<file path="src/common/instr_exec_defs.svh">
// Opcode, field and reset constants for the call / skip / clear execution unit
`ifndef INSTR_EXEC_DEFS_SVH
`define INSTR_EXEC_DEFS_SVH

`define OPC_CALL          3'h4
`define OPC_BIT_TEST      4'h6
`define OPC_CLEAR_FILE    7'h03
`define OPC_CLEAR_W       7'h02
`define OPC_CALL_MSB      13
`define OPC_CALL_LSB      11
`define OPC_BIT_TEST_LSB  10
`define OPC_CLR_LSB     7
`define BIT_SEL_MSB     9
`define BIT_SEL_LSB     7
`define FILE_MSB        6
`define LIT_MSB         10
`define LATCH_HI        4
`define LATCH_LO        3
`define PC_HI           12
`define PC_LO           11
`define PC_RESET        13'h0000
`define QPH_RESET       4'h1
`define QPH_Q1          0
`define QPH_Q2          1
`define QPH_Q3          2
`define QPH_Q4          3
`define STACK_DEPTH     8
`define CLEAR_BYTE      8'h00

`endif

</file>
<file path="src/common/instr_exec_pkg.sv">
// Types shared by the execution unit and its testbench
package instr_exec_pkg;

  typedef enum logic [2:0] {
    ST_EXEC     = 3'h1,
    ST_NOP_CALL = 3'h2,
    ST_NOP_SKIP = 3'h4
  } exec_state_t;

  typedef struct packed {
    logic       we;
    logic [6:0] addr;
    logic [7:0] wdata;
  } file_port_t;

endpackage

</file>
<file path="src/hdl/return_stack.sv">
// Circular return-address stack with silent overwrite on overflow
`timescale 1ns/10ps
`include "instr_exec_defs.svh"

module return_stack #(
  parameter int DEPTH = `STACK_DEPTH,
  parameter int WIDTH = 13
) (
  // Clock and reset
  input  wire logic             clk_in,
  input  wire logic             resetn_in,
  // Push side
  input  wire logic             push_in,
  input  wire logic [WIDTH-1:0] push_data_in,
  // Top of stack
  output logic      [WIDTH-1:0] top_out
);

  localparam int PW = $clog2(DEPTH);

  logic [WIDTH-1:0] entry_q [DEPTH];
  logic [PW-1:0]    ptr_q;
  logic [PW-1:0]    top_idx;

  // Pointer wraps with no full flag, so a ninth push lands on the oldest slot
  always_ff @(posedge clk_in or negedge resetn_in) begin
    if (!resetn_in) begin
      ptr_q <= '0;
    end else if (push_in) begin
      ptr_q <= ptr_q + 1'b1;
    end
  end

  genvar gi;
  generate
    for (gi = 0; gi < DEPTH; gi++) begin : g_entry
      always_ff @(posedge clk_in or negedge resetn_in) begin
        if (!resetn_in) begin
          entry_q[gi] <= '0;
        end else if (push_in && ptr_q == PW'(gi)) begin
          entry_q[gi] <= push_data_in;
        end
      end
    end
  endgenerate

  assign top_idx = ptr_q - 1'b1;
  assign top_out = entry_q[top_idx];
endmodule

</file>
<file path="src/hdl/call_skip_clear_instr_exec.sv">
// Execution unit for call, bit test skip when clear, and the two clear instructions
`timescale 1ns/10ps
`include "instr_exec_defs.svh"

module call_skip_clear_instr_exec #(
  parameter int PC_W = 13
) (
  // Clock and reset
  input  wire logic                        clk_in,
  input  wire logic                        resetn_in,
  // Instruction fetch
  input  wire logic [13:0]                 instr_in,
  output logic      [PC_W-1:0]             pc_out,
  // Program counter high latch
  input  wire logic [4:0]                  pc_high_latch_in,
  // File register port
  input  wire logic [7:0]                  file_rdata_in,
  output instr_exec_pkg::file_port_t       file_port_out,
  // Core state
  output logic      [7:0]                  w_out,
  output logic                             zero_out,
  output logic      [PC_W-1:0]             stack_top_entry_out,
  output logic      [3:0]                  quarter_out,
  output logic                             nop_cycle_out
);

  logic [3:0]                  q_q;
  instr_exec_pkg::exec_state_t state_q;
  instr_exec_pkg::exec_state_t state_d;
  logic [13:0]                 ir_q;
  logic [7:0]                  data_q;
  logic [PC_W-1:0]             pc_q;
  logic [PC_W-1:0]             pc_d;
  logic [7:0]                  w_q;
  logic                        z_q;
  instr_exec_pkg::file_port_t  fport_q;

  // Decode
  wire       exec_w        = (state_q == instr_exec_pkg::ST_EXEC);
  wire       is_call       = exec_w && ir_q[`OPC_CALL_MSB:`OPC_CALL_LSB] == `OPC_CALL;
  wire       is_bit_test   = exec_w && ir_q[`OPC_CALL_MSB:`OPC_BIT_TEST_LSB] == `OPC_BIT_TEST;
  wire       is_clear_file = exec_w && ir_q[`OPC_CALL_MSB:`OPC_CLR_LSB] == `OPC_CLEAR_FILE;
  wire       is_clear_w    = exec_w && ir_q[`OPC_CALL_MSB:`OPC_CLR_LSB] == `OPC_CLEAR_W;
  wire [2:0] bit_sel       = ir_q[`BIT_SEL_MSB:`BIT_SEL_LSB];
  wire       bit_clear     = ~data_q[bit_sel];
  wire       skip_w        = is_bit_test && bit_clear;
  wire       q4_w       = q_q[`QPH_Q4];
  wire       push_w     = is_call && q4_w;
  wire [PC_W-1:0] pc_inc = pc_q + 1'b1;
  wire [PC_W-1:0] call_target = {pc_high_latch_in[`LATCH_HI:`LATCH_LO], ir_q[`LIT_MSB:0]};

  // Program counter and state at the end of the cycle
  always_comb begin
    pc_d    = pc_q;
    state_d = state_q;
    unique case (state_q)
      instr_exec_pkg::ST_EXEC: begin
        if (is_call) begin
          pc_d    = call_target;
          state_d = instr_exec_pkg::ST_NOP_CALL;
        end else if (skip_w) begin
          pc_d    = pc_inc;
          state_d = instr_exec_pkg::ST_NOP_SKIP;
        end else begin
          pc_d    = pc_inc;
        end
      end
      instr_exec_pkg::ST_NOP_CALL: begin
        state_d = instr_exec_pkg::ST_EXEC;
      end
      instr_exec_pkg::ST_NOP_SKIP: begin
        pc_d    = pc_inc;
        state_d = instr_exec_pkg::ST_EXEC;
      end
      default: begin
        state_d = instr_exec_pkg::ST_EXEC;
      end
    endcase
  end

  // Quarter phase ring
  always_ff @(posedge clk_in or negedge resetn_in) begin
    if (!resetn_in) begin
      q_q <= `QPH_RESET;
    end else begin
      q_q <= {q_q[2:0], q_q[3]};
    end
  end

  // Q1 latches the word; a no-operation cycle latches it too but never decodes it
  always_ff @(posedge clk_in or negedge resetn_in) begin
    if (!resetn_in) begin
      ir_q <= '0;
    end else if (q_q[`QPH_Q1]) begin
      ir_q <= instr_in;
    end
  end

  // Q2 reads the addressed register
  always_ff @(posedge clk_in or negedge resetn_in) begin
    if (!resetn_in) begin
      data_q <= '0;
    end else if (q_q[`QPH_Q2]) begin
      data_q <= file_rdata_in;
    end
  end

  // Register write strobe stands for exactly the Q4 quarter
  always_ff @(posedge clk_in or negedge resetn_in) begin
    if (!resetn_in) begin
      fport_q <= '0;
    end else begin
      fport_q.we    <= is_clear_file && q_q[`QPH_Q3];
      fport_q.addr  <= ir_q[`FILE_MSB:0];
      fport_q.wdata <= `CLEAR_BYTE;
    end
  end

  // End of cycle: program counter, state, working register, zero flag
  always_ff @(posedge clk_in or negedge resetn_in) begin
    if (!resetn_in) begin
      pc_q    <= `PC_RESET;
      state_q <= instr_exec_pkg::ST_EXEC;
      w_q     <= '0;
      z_q     <= 1'b0;
    end else if (q4_w) begin
      pc_q    <= pc_d;
      state_q <= state_d;
      if (is_clear_w) begin
        w_q <= `CLEAR_BYTE;
      end
      if (is_clear_w || is_clear_file) begin
        z_q <= 1'b1;
      end
    end
  end

  // Push uses the same Q4 edge as the redirect, so the stack sees the old count
  return_stack #(
    .DEPTH (`STACK_DEPTH),
    .WIDTH (PC_W)
  ) u_stack (
    .clk_in       (clk_in),
    .resetn_in    (resetn_in),
    .push_in      (push_w),
    .push_data_in (pc_inc),
    .top_out      (stack_top_entry_out)
  );

  assign pc_out        = pc_q;
  assign file_port_out = fport_q;
  assign w_out         = w_q;
  assign zero_out      = z_q;
  assign quarter_out   = q_q;
  assign nop_cycle_out = !exec_w;
endmodule

</file>
<file path="config.mk">
export PLATFORM = sky130hd
export DESIGN_NAME = call_skip_clear_instr_exec
export DESIGN_NICKNAME = d
export VERILOG_FILES = /design/src/common/instr_exec_pkg.sv /design/src/hdl/return_stack.sv /design/src/hdl/call_skip_clear_instr_exec.sv
export VERILOG_INCLUDE_DIRS = /design/src /design/src/common
export SDC_FILE = /design/constraint.sdc
export NUM_CORES = 1
export LEC_CHECK = 0
export ABC_AREA = 1
export BUFFER_PORTS_ARGS = -buffer_cell sky130_fd_sc_hd__buf_2
export CELL_PAD_IN_SITES_DETAIL_PLACEMENT = 1
export CELL_PAD_IN_SITES_GLOBAL_PLACEMENT = 1
export CORE_MARGIN = 2
export CORE_UTILIZATION = 48
export DETAILED_ROUTE_END_ITERATION = 7
export PLACE_DENSITY_LB_ADDON = 0.1
export SLEW_MARGIN = 20
export SYNTH_ARGS = -nofsm -noshare
export SYNTH_HDL_FRONTEND = slang
export SYNTH_SLANG_ARGS = --single-unit
</file>
<file path="constraint.sdc">
create_clock -name clk_in -period 4.9 [get_ports clk_in]
set_clock_uncertainty 0.2 [all_clocks]
set_input_delay 0.245 -clock clk_in [delete_from_list [all_inputs] [get_ports clk_in]]
set_output_delay 0.245 -clock clk_in [all_outputs]
set_load 0.02 [all_outputs]
</file>
[Yosys cells after proc, flatten, opt, wreduce, memory -nomap -nowiden]
Cells that the tools add are included.
W data, S select, Z words.
Operators by class
  bitwise logic cells: 2
  equality and inequality tests: 14
  add/subtract/negate cells: 3
  reduce and logical (&&, ||, !) cells: 22
  multiplexer cells: 10
  order comparisons: 2
  shift operators: 0
  div/mod/pow operators: 0
  multiply operators: 0
Operators with widths (number)
  $bmux W13 S3: 1
  $mux W13: 3
  $pmux W13 S2: 1
  $eq A3 B3 Y1 const B: 6
  $logic_and A1 B1 Y1: 15
  $eq A7 B2 Y1 const B: 2
  $add A13 B1 Y13 const B: 1
  $mux W3: 3
  $eq A3 B1 Y1 const B: 2
  $eq A3 B2 Y1 const B: 2
  $reduce_and A2 Y1: 3
  $eq A4 B3 Y1 const B: 1
  $ge A4 B4 Y1 const B: 1
  $lt A3 B4 Y1 const B: 1
  $not A3 Y4: 1
  $add A3 B1 Y3 const B: 1
  $bmux W1 S3: 1
  $logic_not A3 Y1: 1
  $ne A3 B1 Y1 const B: 1
  $sub A3 B1 Y3 const B: 1
  $reduce_bool A2 Y1: 1
  $logic_not A1 Y1: 1
  $logic_or A1 B1 Y1: 1
  $mux W1: 1
  $not A1 Y1: 1
Storage, ports and cells
  logic and storage cells: 70
  bits in read-only memories: 0
  memories: 0
  latch bits: 0
  register bits: 158
  bits of input ports: 29
  memory bits (writable): 0

[Depth between registers and ports, before layout]
Gate-level depths: netlist (run 1).
  depth after elaboration: 7
  depth in mapped cells: 10
  mapped depth without buffers: 9

[Cells and area by module]
Synthesis (run 1) repeated with hierarchy kept, for this count alone.
Second synthesis, totals
  cell total of the unflattened synthesis: 1010
  area, all modules: 8159.1 um^2
By module, submodules not included
  return_stack: cells each 716, instances 1, area each 5647.9 um^2
  call_skip_clear_instr_exec: cells each 294, instances 1, area each 2511.2 um^2

[Worst setup path after synthesis (run 1)]
OpenSTA, ideal clock, no wires.
  path kind: flip-flop to output port
  start point: register u_stack.ptr_q[0]
  end point: output port stack_top_entry_out[0]
  setup slack: 2111 ps
  buffers on the path: 3
  data required time: 4455 ps
  arrival time: 2344 ps
  stages on the path, launching flop included: 11
  path through: dfrtp_1 > inv_1 > clkbuf_1 > buf_2 > ha_1 > inv_1 > clkbuf_1 > o21ai_0 > o22ai_1 > inv_1 > o21ai_0
On the way
  longest elaborated chain between the ends: 5
RTL lines
  start: declaration: line return_stack.sv:22  | logic [PW-1:0] ptr_q;
  start signal: assignment: line return_stack.sv:30  | ptr_q <= ptr_q + 1'b1;
  $sub A3 B1 Y3: line return_stack.sv:47  | assign top_idx = ptr_q - 1'b1;
  via u_stack.top_idx[0]: line return_stack.sv:23  | logic [PW-1:0] top_idx;
  $not A3 Y4 (not written as such): line return_stack.sv:48  | assign top_out = entry_q[top_idx];
  $bmux W13 S3: line return_stack.sv:48
  $mux W13 (not written as such) (2 in a row): line return_stack.sv:48
  end: declaration: line call_skip_clear_instr_exec.sv:22  | output logic [PC_W-1:0] stack_top_entry_out,
The timed path passes the listed nets, and every way through them passes these cells. The select of a mux whose other input is x is not followed.

[Worst setup path in the final report (run 1)]
  start point: register u_stack.ptr_q[1]
  end point: output port stack_top_entry_out[0]
On the way
  longest elaborated chain between the ends: 5
RTL lines (line)
  $sub A3 B1 Y3: return_stack.sv:47
  $not A3 Y4 (not written as such): return_stack.sv:48
  $bmux W13 S3: return_stack.sv:48
  $mux W13 (not written as such) (2 in a row): return_stack.sv:48
No other way between the ends. The select of a mux whose other input is x is not followed.

==> flow_summary.toml, run 1 <==
[global_route]
grt_pass1_vias = 6751
antenna_found_initial = 0
grt_pass1_wl_mm = 34.78
global_route.overflow_total = 0
grt_usage = 0.2658
grt_max_degree = 62

[placement]
placed_area_mm2 = 0.007986
dp_hpwl_mm = 13.12
placed_cells = 1124
gp_congestion = 0.7904
io_buffers = 65

[clocking]
clk_pin_slew_ps = 70
cts_hold_buf = 25
cts.path.max_buffers = 2
post_cts_buffers = 0
cts_tree = "built"
clkLatencyLatePin_ps = 430
cts_buffers = 17
h-tree-depth = 4
cts_resized = 0
root_buffer = "clkbuf_16"
clkSinkCount = 158

[min_path]
hp-class = "primary input to asynchronous set/reset pin"

[logic_synthesis]
syn_inst = 882
seq_area_frac_synth = 0.5143
synth_area_per_cell_um2 = 8.722
yosysUniqueCellTypes = 36
yosysWarnings = 0
synth-seq-cells = 158
synth_area_mm2 = 0.007692

[floorplan]
io_pins = 85
core_area_mm2 = 0.01577
start_util = 0.4878
rows = 46
die_area_mm2 = 0.01705
die_w_um = 130.6
die_h_um = 130.6

[sta]
rsz0062_at_grt = "false"
worst_pin_slew_ps = 830.7
slew_headroom = 0.4456
hold_ws_ps = 117.3
setup_tns_ps = 0
setup_viol = 0
finalHoldViolCount = 0
period_share = 0.6875
slew_viol_final = 0
fmax_mhz = 296.9
fin_crit_ps = 3369

[cells_and_area]
n_fill_cell = 1922
fin_nets = 989
layout-drive-gt1-share = 0.1720
antenna_cells = 0
post-route-cell-area_mm2 = 0.008806
layout.cells.non_filler = 1181
area_delta_synth_final_pct = 14.48

[pwr]
p_leak_nw = 4.321
seq_power_share = 0.494
power_frac_comb = 0.024
clockPowerShare = 0.482
p_sw_mw = 0.5899
max-vdd-ir-drop_mv = 0.2313
power_mw = 2.641
p_int_mw = 2.052
netSwitchingFraction = 0.2233
pwr_density_cell_mw_per_mm2 = 300.0

[routing]
first_pass_iters = 5
totalWireLength_mm = 20.97
wl_per_cell_um = 17.75
num_vias = 6261
postRouteAntennaNets = 0
routed_via_density = 5.301
drc = 0
drt-initial-drc-count = 359

[worst_setup_path]
critPathLaunchType = "flip-flop"
crit_fanout = 22
crit_required_ps = 4450
reg2reg_depth = 8
worstSetupPathType = "flip-flop to output port"
end_kind = "output port"
critPathArrivalTime_ps = 2920

[status]
outcome = "finished, final reports clean"

[job]
cap_violations = 0
cell type report:
class,instances,area (µm²),share of cell area
timing repair buffer,96,626.9,0.07118
inverter,64,252.7,0.02870
multi-input combinational,615,3131,0.3555
clock buffer,19,452.9,0.05143
sequential,158,3956,0.4493
tap,216,270.3,0.03069
clock inverter,13,116.4,0.01321
cells in the final DEF (no fill, tap or decap), types with 8 or more instances in the layout:
cell type,instances
ha_1,8
o21ai_2,23
o22ai_1,15
nor2_1,70
nand3_1,23
mux2_2,10
o21ai_0,101
dfrtp_1,156
nand2_1,241
a21oi_1,20
buf_2,64
o21ai_1,45
dlygate4sd3_1,25
clkbuf_16,17
inv_1,61
conb_1,16
state kept, by name (all words and copies together), names as in the netlist:
signal           flops
data_q               8
file_port_out        8
ir_q                14
pc_out              13
quarter_out          4
state_q              3
u_stack.entry_q    104
u_stack.ptr_q        3
zero_out             1
cells by family after synthesis:
kind of cell               after synthesis  synth area share
muxes                                   10           0.01464
AOI/OAI and AO/OA                      210            0.1522
buffers and inverters                  124           0.08604
DFF                                    158            0.5143
adders and majority gates                8           0.01301
xor gates and xnor gates                 7           0.01090
other                                    1         0.0004875
and+or+nand+nor                        364            0.2084
cells in the mapped netlist (all sizes together):
| master | n | share of area |
|---|---|---|
| nand3 | 30 | 0.030 |
| o22ai | 15 | 0.012 |
| nand2 | 248 | 0.13 |
| clkinv | 1 | 0.0021 |
| nand4 | 4 | 0.0033 |
| o21ai | 169 | 0.12 |
| conb | 1 | 0.00049 |
| mux2 | 10 | 0.015 |
| xor2 | 6 | 0.0088 |
| nor4 | 1 | 0.00081 |
| xnor2 | 1 | 0.0021 |
| o21a | 6 | 0.0059 |
| clkbuf | 17 | 0.0083 |
| ha | 8 | 0.013 |
| buf | 43 | 0.045 |
| dfrtp | 156 | 0.51 |
| inv | 63 | 0.031 |
| nor2b | 1 | 0.00081 |
| nor3 | 7 | 0.011 |
| dfstp | 2 | 0.0068 |
| a21oi | 20 | 0.013 |
| nor2 | 73 | 0.037 |
metrics by stage:
step	utilization	setup WS (ps)
3_3_place_gp	0.5064	2125
2_1_floorplan	-	2111
5_1_grt	0.5584	1466
3_5_place_dp	0.5064	2092
4_1_cts	0.5584	1584
6_report	0.5584	1531
path summary, 6_finish.rpt:
kind | start | slack (ps) | end
max | u_stack.ptr_q[1] | 1530 | stack_top_entry_out[0]
min in group clk_in | ir_q[5] | 200 | file_port_out[13]
max in group asynchronous | resetn_in | 3240 | u_stack.entry_q[11]
min reg2reg | ir_q[5] | 200 | file_port_out[13]
min | resetn_in | 120 | u_stack.entry_q[94]
max reg2reg | state_q[0] | 2330 | u_stack.entry_q[50]
per-layer routing:
| layer | vias to the layer above | global-route usage | routed length, µm |
|---|---|---|---|
| met4 | 0 | 0.08135 | 368 |
| met5 | - | 0 | 0 |
| met2 | 119 | 0.4571 | 10590 |
| met1 | 3130 | 0.3403 | 9305 |
| met3 | 29 | 0.05456 | 698 |
| li1 | 2983 | - | - |
power groups by stage:
stage / Sequential (mW) / Combinational (mW) / Clock, mW
floorplan: 1.33 / 0.0205 / 0
global placement: 1.33 / 0.0475 / 0
detailed placement: 1.33 / 0.0493 / 0
CTS: 1.30 / 0.0643 / 1.29
global route: 1.30 / 0.0719 / 1.35
finish: 1.30 / 0.0632 / 1.27
worst max-delay path, stage by stage (launching register included):
cell,delay [ps]
dfrtp_1,410
inv_1,100
ha_1,300
inv_1,620
o21ai_0,260
o22ai_1,210
inv_1,80
o21ai_0,290
buf_2,240
Note: power is estimated with default switching activity, not from simulation.
==> run 2, diff against run 1 <==
--- a/config.mk
+++ b/config.mk
@@ -6,12 +6,12 @@
 export SDC_FILE = /design/constraint.sdc
 export NUM_CORES = 1
 export LEC_CHECK = 0
-export ABC_AREA = 1
+export ABC_AREA = 0
 export BUFFER_PORTS_ARGS = -buffer_cell sky130_fd_sc_hd__buf_2
 export CELL_PAD_IN_SITES_DETAIL_PLACEMENT = 1
 export CELL_PAD_IN_SITES_GLOBAL_PLACEMENT = 1
 export CORE_MARGIN = 2
-export CORE_UTILIZATION = 48
+export CORE_UTILIZATION = 42
 export DETAILED_ROUTE_END_ITERATION = 7
 export PLACE_DENSITY_LB_ADDON = 0.1
 export SLEW_MARGIN = 20
==> constraint.sdc (replaced) <==
create_clock -name clk_in -period 2.77 [get_ports clk_in]
set_clock_uncertainty 0.2 [all_clocks]
set_input_delay 0.1385 -clock clk_in [delete_from_list [all_inputs] [get_ports clk_in]]
set_output_delay 0.1385 -clock clk_in [all_outputs]
set_load 0.02 [all_outputs]
==> run 2 against run 1 <==
Net effect:
- routed wire length decreased by 14%
- global-route usage down 5.4 points
- synthesized area is 5.9% lower
- register-to-register slack lost 1900 ps
- die area increased by 7.4%
- core utilization fell by 4.8 points
- critical path depth decreased by 2
- first-iteration DRC count is 43% lower
- largest cell class unchanged
- highest routed layer unchanged
==> flow_summary.toml, run 2 <==
[sta]
slew_viol_final = 0
rsz0062_at_grt = "false"
fin_crit_ps = 2621
setup_tns_ps = 0
finalHoldViolCount = 0
hold_ws_ps = 105.3
worst_pin_slew_ps = 841.1
slew_headroom = 0.4352
period_share = 0.9463
fmax_mhz = 381.5
setup_viol = 0

[global_route]
global_route.overflow_total = 0
grt_max_degree = 72
grt_usage = 0.2116
grt_pass1_wl_mm = 29.43
grt_pass1_vias = 5489
antenna_found_initial = 0

[clocking]
cts_tree = "built"
cts_buffers = 17
clkSinkCount = 158
h-tree-depth = 4
clk_pin_slew_ps = 60
post_cts_buffers = 0
root_buffer = "clkbuf_16"
cts.path.max_buffers = 2
clkLatencyLatePin_ps = 420

[logic_synthesis]
yosysUniqueCellTypes = 56
synth_largest_area_cell = "dfrtp_1"
post-synth-top-count-cell = "dfrtp_1"
synth-edff-count = 0
synth_area_per_cell_um2 = 11.74
synthArstFlopShare = 1.000
synth_area_mm2 = 0.007242
seq_area_frac_synth = 0.5463
synth_common_cells = "156 x dfrtp_1, 85 x nand2_1, 67 x o21ai_0, 43 x mux2_2, 40 x nor2_1"
ys.flop_type = "dfrtp_1"
synth.area.top_cells = "dfrtp_1 54%, mux4_2 8.7%, mux2_2 6.7%"
yosysWarnings = 0
post-synth-top-area-fraction = 0.5390
synth-seq-cells = 158
syn_inst = 617

[pwr]
seq_power_share = 0.470
netSwitchingFraction = 0.2090
p_int_mw = 3.886
p_sw_mw = 1.027
max-vdd-ir-drop_mv = 0.4137
power_mw = 4.912
pwr_density_cell_mw_per_mm2 = 564.1
p_leak_nw = 4.084
power_frac_comb = 0.024
clockPowerShare = 0.507

[routing]
num_vias = 5052
postRouteAntennaNets = 0
routed_via_density = 5.301
drt-initial-drc-count = 205
wl_per_cell_um = 18.89
totalWireLength_mm = 18.00
drc = 0
first_pass_iters = 4

[floorplan]
die_w_um = 135.3
core_area_mm2 = 0.01706
rows = 48
die_h_um = 135.3
start_util = 0.4246
die_area_mm2 = 0.01831
io_pins = 85

[status]
outcome = "finished, final reports clean"

[cells_and_area]
area_delta_synth_final_pct = 20.25
layout-drive-gt1-share = 0.2926
layout_common_cells = "155 x dfrtp_1, 85 x nand2_1, 67 x o21ai_0"
fin_util = 0.5106
largest_reg_flops = 104
regMostFlops = "u_stack.entry_q"
layout_commonest_cell = "dfrtp_1"
layout.cells.non_filler = 953
fin_nets = 752
antenna_cells = 0

[worst_setup_path]
critPathLaunchType = "flip-flop"
slowest_stage = "dfrtp_1"
r2r_start = "pc_out[0]"
reg2reg_depth = 5
endpoint = "stack_top_entry_out[0]"
crit_fanout = 26
critPathArrivalTime_ps = 2280
cp-startpoint = "u_stack.ptr_q[1]"
worstSetupPathType = "flip-flop to output port"
cp_cell_sequence = "inv_1, ha_1, buf_12, mux4_2, mux2_2, buf_2"
crit_required_ps = 2430
r2r-end = "u_stack.entry_q[51]"
slowest_delay_ps = 390
timing.reg2reg.setup_slack_ps = 390
end_kind = "output port"

[job]
cap_violations = 0

[placement]
io_buffers = 65
gp_congestion = 0.7841
dp_hpwl_mm = 12.31
placed_cells = 896

[min_path]
hp-class = "primary input to asynchronous set/reset pin"
-- run 2: per-stage QoR --
step	worst slack [ps]	cell area, µm²
after CTS	123.0	8708
after global routing	45.00	8708
final	148.7	8708
after global placement	481.8	7829
after detailed placement	384.5	7829
after floorplan	68.22	7301
-- run 2: worst min path at each step --
stage	startpoint	end	slack [ps]	cells after the start
2_1_floorplan	resetn_in	data_q[0]	-360	0
3_3_place_gp	resetn_in	u_stack.entry_q[54]	-0.5	1
3_5_place_dp	resetn_in	u_stack.entry_q[67]	10	1
4_1_cts	resetn_in	u_stack.entry_q[67]	140	2
5_1_grt	resetn_in	u_stack.entry_q[67]	170	2
6_report	resetn_in	u_stack.entry_q[67]	110	2
-- run 2: power by group through the flow --
stage                     sequential [mW]  combinational [mW]  clock, mW
after CTS                            2.31               0.120       2.53
after floorplan                      2.35              0.0365          0
after global routing                 2.31               0.132       2.64
after detailed placement             2.35              0.0931          0
after global placement               2.35              0.0888          0
final                                2.31               0.116       2.49
-- run 2: cell type report --
cell class	count	area, µm²
Sequential cell	158	3958
Multi-Input combinational cell	413	2999
Inverter	11	41.29
Timing Repair Buffer	114	799.5
Fill cell	1823	8348
Tap cell	225	281.5
Clock inverter	13	186.4
Clock buffer	19	442.9
-- run 2: layer usage --
| layer | vias up | routed length [µm] | global-route usage |
|---|---|---|---|
| met5 | - | 0 | 0 |
| met4 | 0 | 248 | 0.06019 |
| met3 | 18 | 410 | 0.03591 |
| met2 | 77 | 9212 | 0.3641 |
| met1 | 2594 | 8131 | 0.2777 |
| li1 | 2363 | - | - |
-- run 2: kinds of logic (layout without fill, tap and decap cells) --
logic type,after synthesis,count (layout),synth area share
xor+xnor,12,12,0.01451
buf+inv,61,157,0.04734
compound gates,129,129,0.09744
simple gates,172,172,0.1190
flops,158,158,0.5463
other cells,1,16,0.0005178
mux,76,76,0.1610
fa+ha+maj,8,8,0.01382
-- run 2: critical path: cells and delay by family, from the launching register on --
kind / cells / cell delay (ps)
buf+inv: 3 / 500
mux: 2 / 640
flops: 1 / 390
fa+ha+maj: 1 / 340
-- run 2: what timing repair did --
item                      4_1_cts  5_1_grt
hold endpoints to repair       91        0
resized for setup               0        0
hold buffers                   25        0
==> run 3, diff against run 2 <==
--- a/config.mk
+++ b/config.mk
@@ -13,6 +13,7 @@
 export CORE_MARGIN = 2
 export CORE_UTILIZATION = 42
 export DETAILED_ROUTE_END_ITERATION = 7
+export GPL_TIMING_DRIVEN = 0
 export PLACE_DENSITY_LB_ADDON = 0.1
 export SLEW_MARGIN = 20
 export SYNTH_ARGS = -nofsm -noshare
==> run 3 against run 2 <==
Net effect:
- clock power rose by 4%
- cell count rose by 3.8%
- sequential power barely moved
- routed wire length rose by 13%
- power rose by 2.2%
- register-to-register slack got worse by 170 ps
- hold slack got worse by 75 ps
- core utilization rose by 2.3 points
- global-route usage rose by 2.7 points
- fmax fell by 3.4%
- via count rose by 4.7%
- critical path type unchanged
- highest routed layer unchanged
==> flow_summary.toml, run 3 (same netlist as run 2, synthesis figures left out) <==
[clocking]
h-tree-depth = 4
clkLatencyLatePin_ps = 440
root_buffer = "clkbuf_16"
cts.path.max_buffers = 2
clk_pin_slew_ps = 60
clkSinkCount = 158
cts_buffers = 17
cts_tree = "built"

[cells_and_area]
antenna_cells = 0
layout_commonest_cell = "dfrtp_1"
largest_reg_flops = 104
fin_nets = 788
layout-drive-gt1-share = 0.3141
layout_common_cells = "156 x dfrtp_1, 85 x nand2_1, 69 x buf_2"
regMostFlops = "u_stack.entry_q"
area_delta_synth_final_pct = 25.67

[worst_setup_path]
critPathArrivalTime_ps = 2380
reg2reg_depth = 4
cp-startpoint = "u_stack.ptr_q[0]"
end_kind = "output port"
crit_fanout = 7
cp_cell_sequence = "buf_12, buf_12, inv_6, ha_4, clkbuf_16, mux4_2, mux2_4, buf_6"
critPathLaunchType = "flip-flop"
r2r_start = "pc_out[3]"
slowest_stage = "dfrtp_1"
cpMostUsedCell = "buf_12"
slowest_delay_ps = 390
worstSetupPathType = "flip-flop to output port"
crit_required_ps = 2430

[sta]
fmax_mhz = 368.5
setup_ws_ps = 56.23
rsz0062_at_grt = "false"
period_share = 0.9797
setup_viol = 0
fin_crit_ps = 2714
slew_headroom = 0.3022
worst_pin_slew_ps = 1039
hold_ws_ps = 30.21
finalHoldViolCount = 0
slew_viol_final = 0

[floorplan]
core_area_mm2 = 0.01706
start_util = 0.4246
io_pins = 85
rows = 48
die_area_mm2 = 0.01831
die_h_um = 135.3
die_w_um = 135.3

[pwr]
max-vdd-ir-drop_mv = 0.4660
pwr_density_cell_mw_per_mm2 = 551.8
p_leak_nw = 4.300
power_mw = 5.022

[routing]
totalWireLength_mm = 20.39
wl_per_cell_um = 20.62
routed_via_density = 5.348
first_pass_iters = 4
num_vias = 5289
drc = 0
postRouteAntennaNets = 0
drt-initial-drc-count = 191

[placement]
dp_hpwl_mm = 13.87
pre_cts_ws_ps = -830.3
gp_congestion = 0.7701
io_buffers = 65

[global_route]
global_route.overflow_total = 0
antenna_found_initial = 0
grt_max_degree = 102
grt_pass1_vias = 5835
grt_usage = 0.2390
grt_pass1_wl_mm = 32.69

[min_path]
hp-class = "primary input to asynchronous set/reset pin"

[job]
cap_violations = 0

[status]
outcome = "finished, final reports clean"
==> run 3: cell count changes in the layout (fill, tap and decap cells not counted), moves of 5 or more <==
cell      previous run  this run
buf_2               64        69
buf_4               21        26
buf_6                1        10
clkbuf_1             1        12
mux2_2              43        37
mux2_4               0         6
==> run 3: final cells by class <==
type,count,area [µm²]
clock buffers,18,429.2
clock inverters,14,216.5
plain buffers,49,381.6
inverters,11,46.29
fillers,1816,7955
repair buffers,101,737.0
multi-input cells,413,3053
flip-flops and latches,158,3956
well taps,225,281.5
==> run 3: stage by stage <==
stage	cells	TNS [ps]	util	cell area, µm²
finish	989	0	0.5336	9101
global route	989	0	0.5336	9101
CTS	990	0	0.5343	9112
detailed placement	923	-10450	0.4658	7945
global placement	922	-164010	0.4636	7908
floorplan	632	0	-	7301
==> run 3: timing repair <==
item / CTS / global route
gates resized for setup: 44 / 1
hold buffers: 25 / 0
endpoints found under the hold margin: 180 / 0
gates cloned: 2 / 0
pin swaps: 1 / 0
buffers inserted: 8 / 0
setup endpoints to repair: 16 / 12
==> run 3: power breakdown <==
part	total [mW]	internal (mW)	switching, mW	leakage (nW)
Sequential	2.31	2.31	0	2.19
Clock	2.58	1.60	0.981	0.303
Combinational	0.132	0.0559	0.0761	1.81
==> run 3: routing by layer <==
layer / track usage / share of wire / wire length, µm
met5: 0 / 0 / 0
met4: 0.07581 / 0.014 / 287
met1: 0.3007 / 0.43 / 8834
met2: 0.4216 / 0.52 / 10650
met3: 0.04078 / 0.030 / 615
==> run 3: critical path: cells and delay by family, from the launching register on <==
kind	cells	cell delay, ps
flops	1	390
mux	2	630
fa+ha+maj	1	350
buf+inv	5	550
==> run 3: worst paths after layout <==
path                                          endpoint  slack, ps
worst max-delay path            stack_top_entry_out[8]         60
worst min-delay path               u_stack.entry_q[42]         30
worst max register to register     u_stack.entry_q[63]        220
worst min register to register       file_port_out[13]        190
max in group asynchronous                   state_q[0]       1480
min in group clk_in                  file_port_out[13]        190
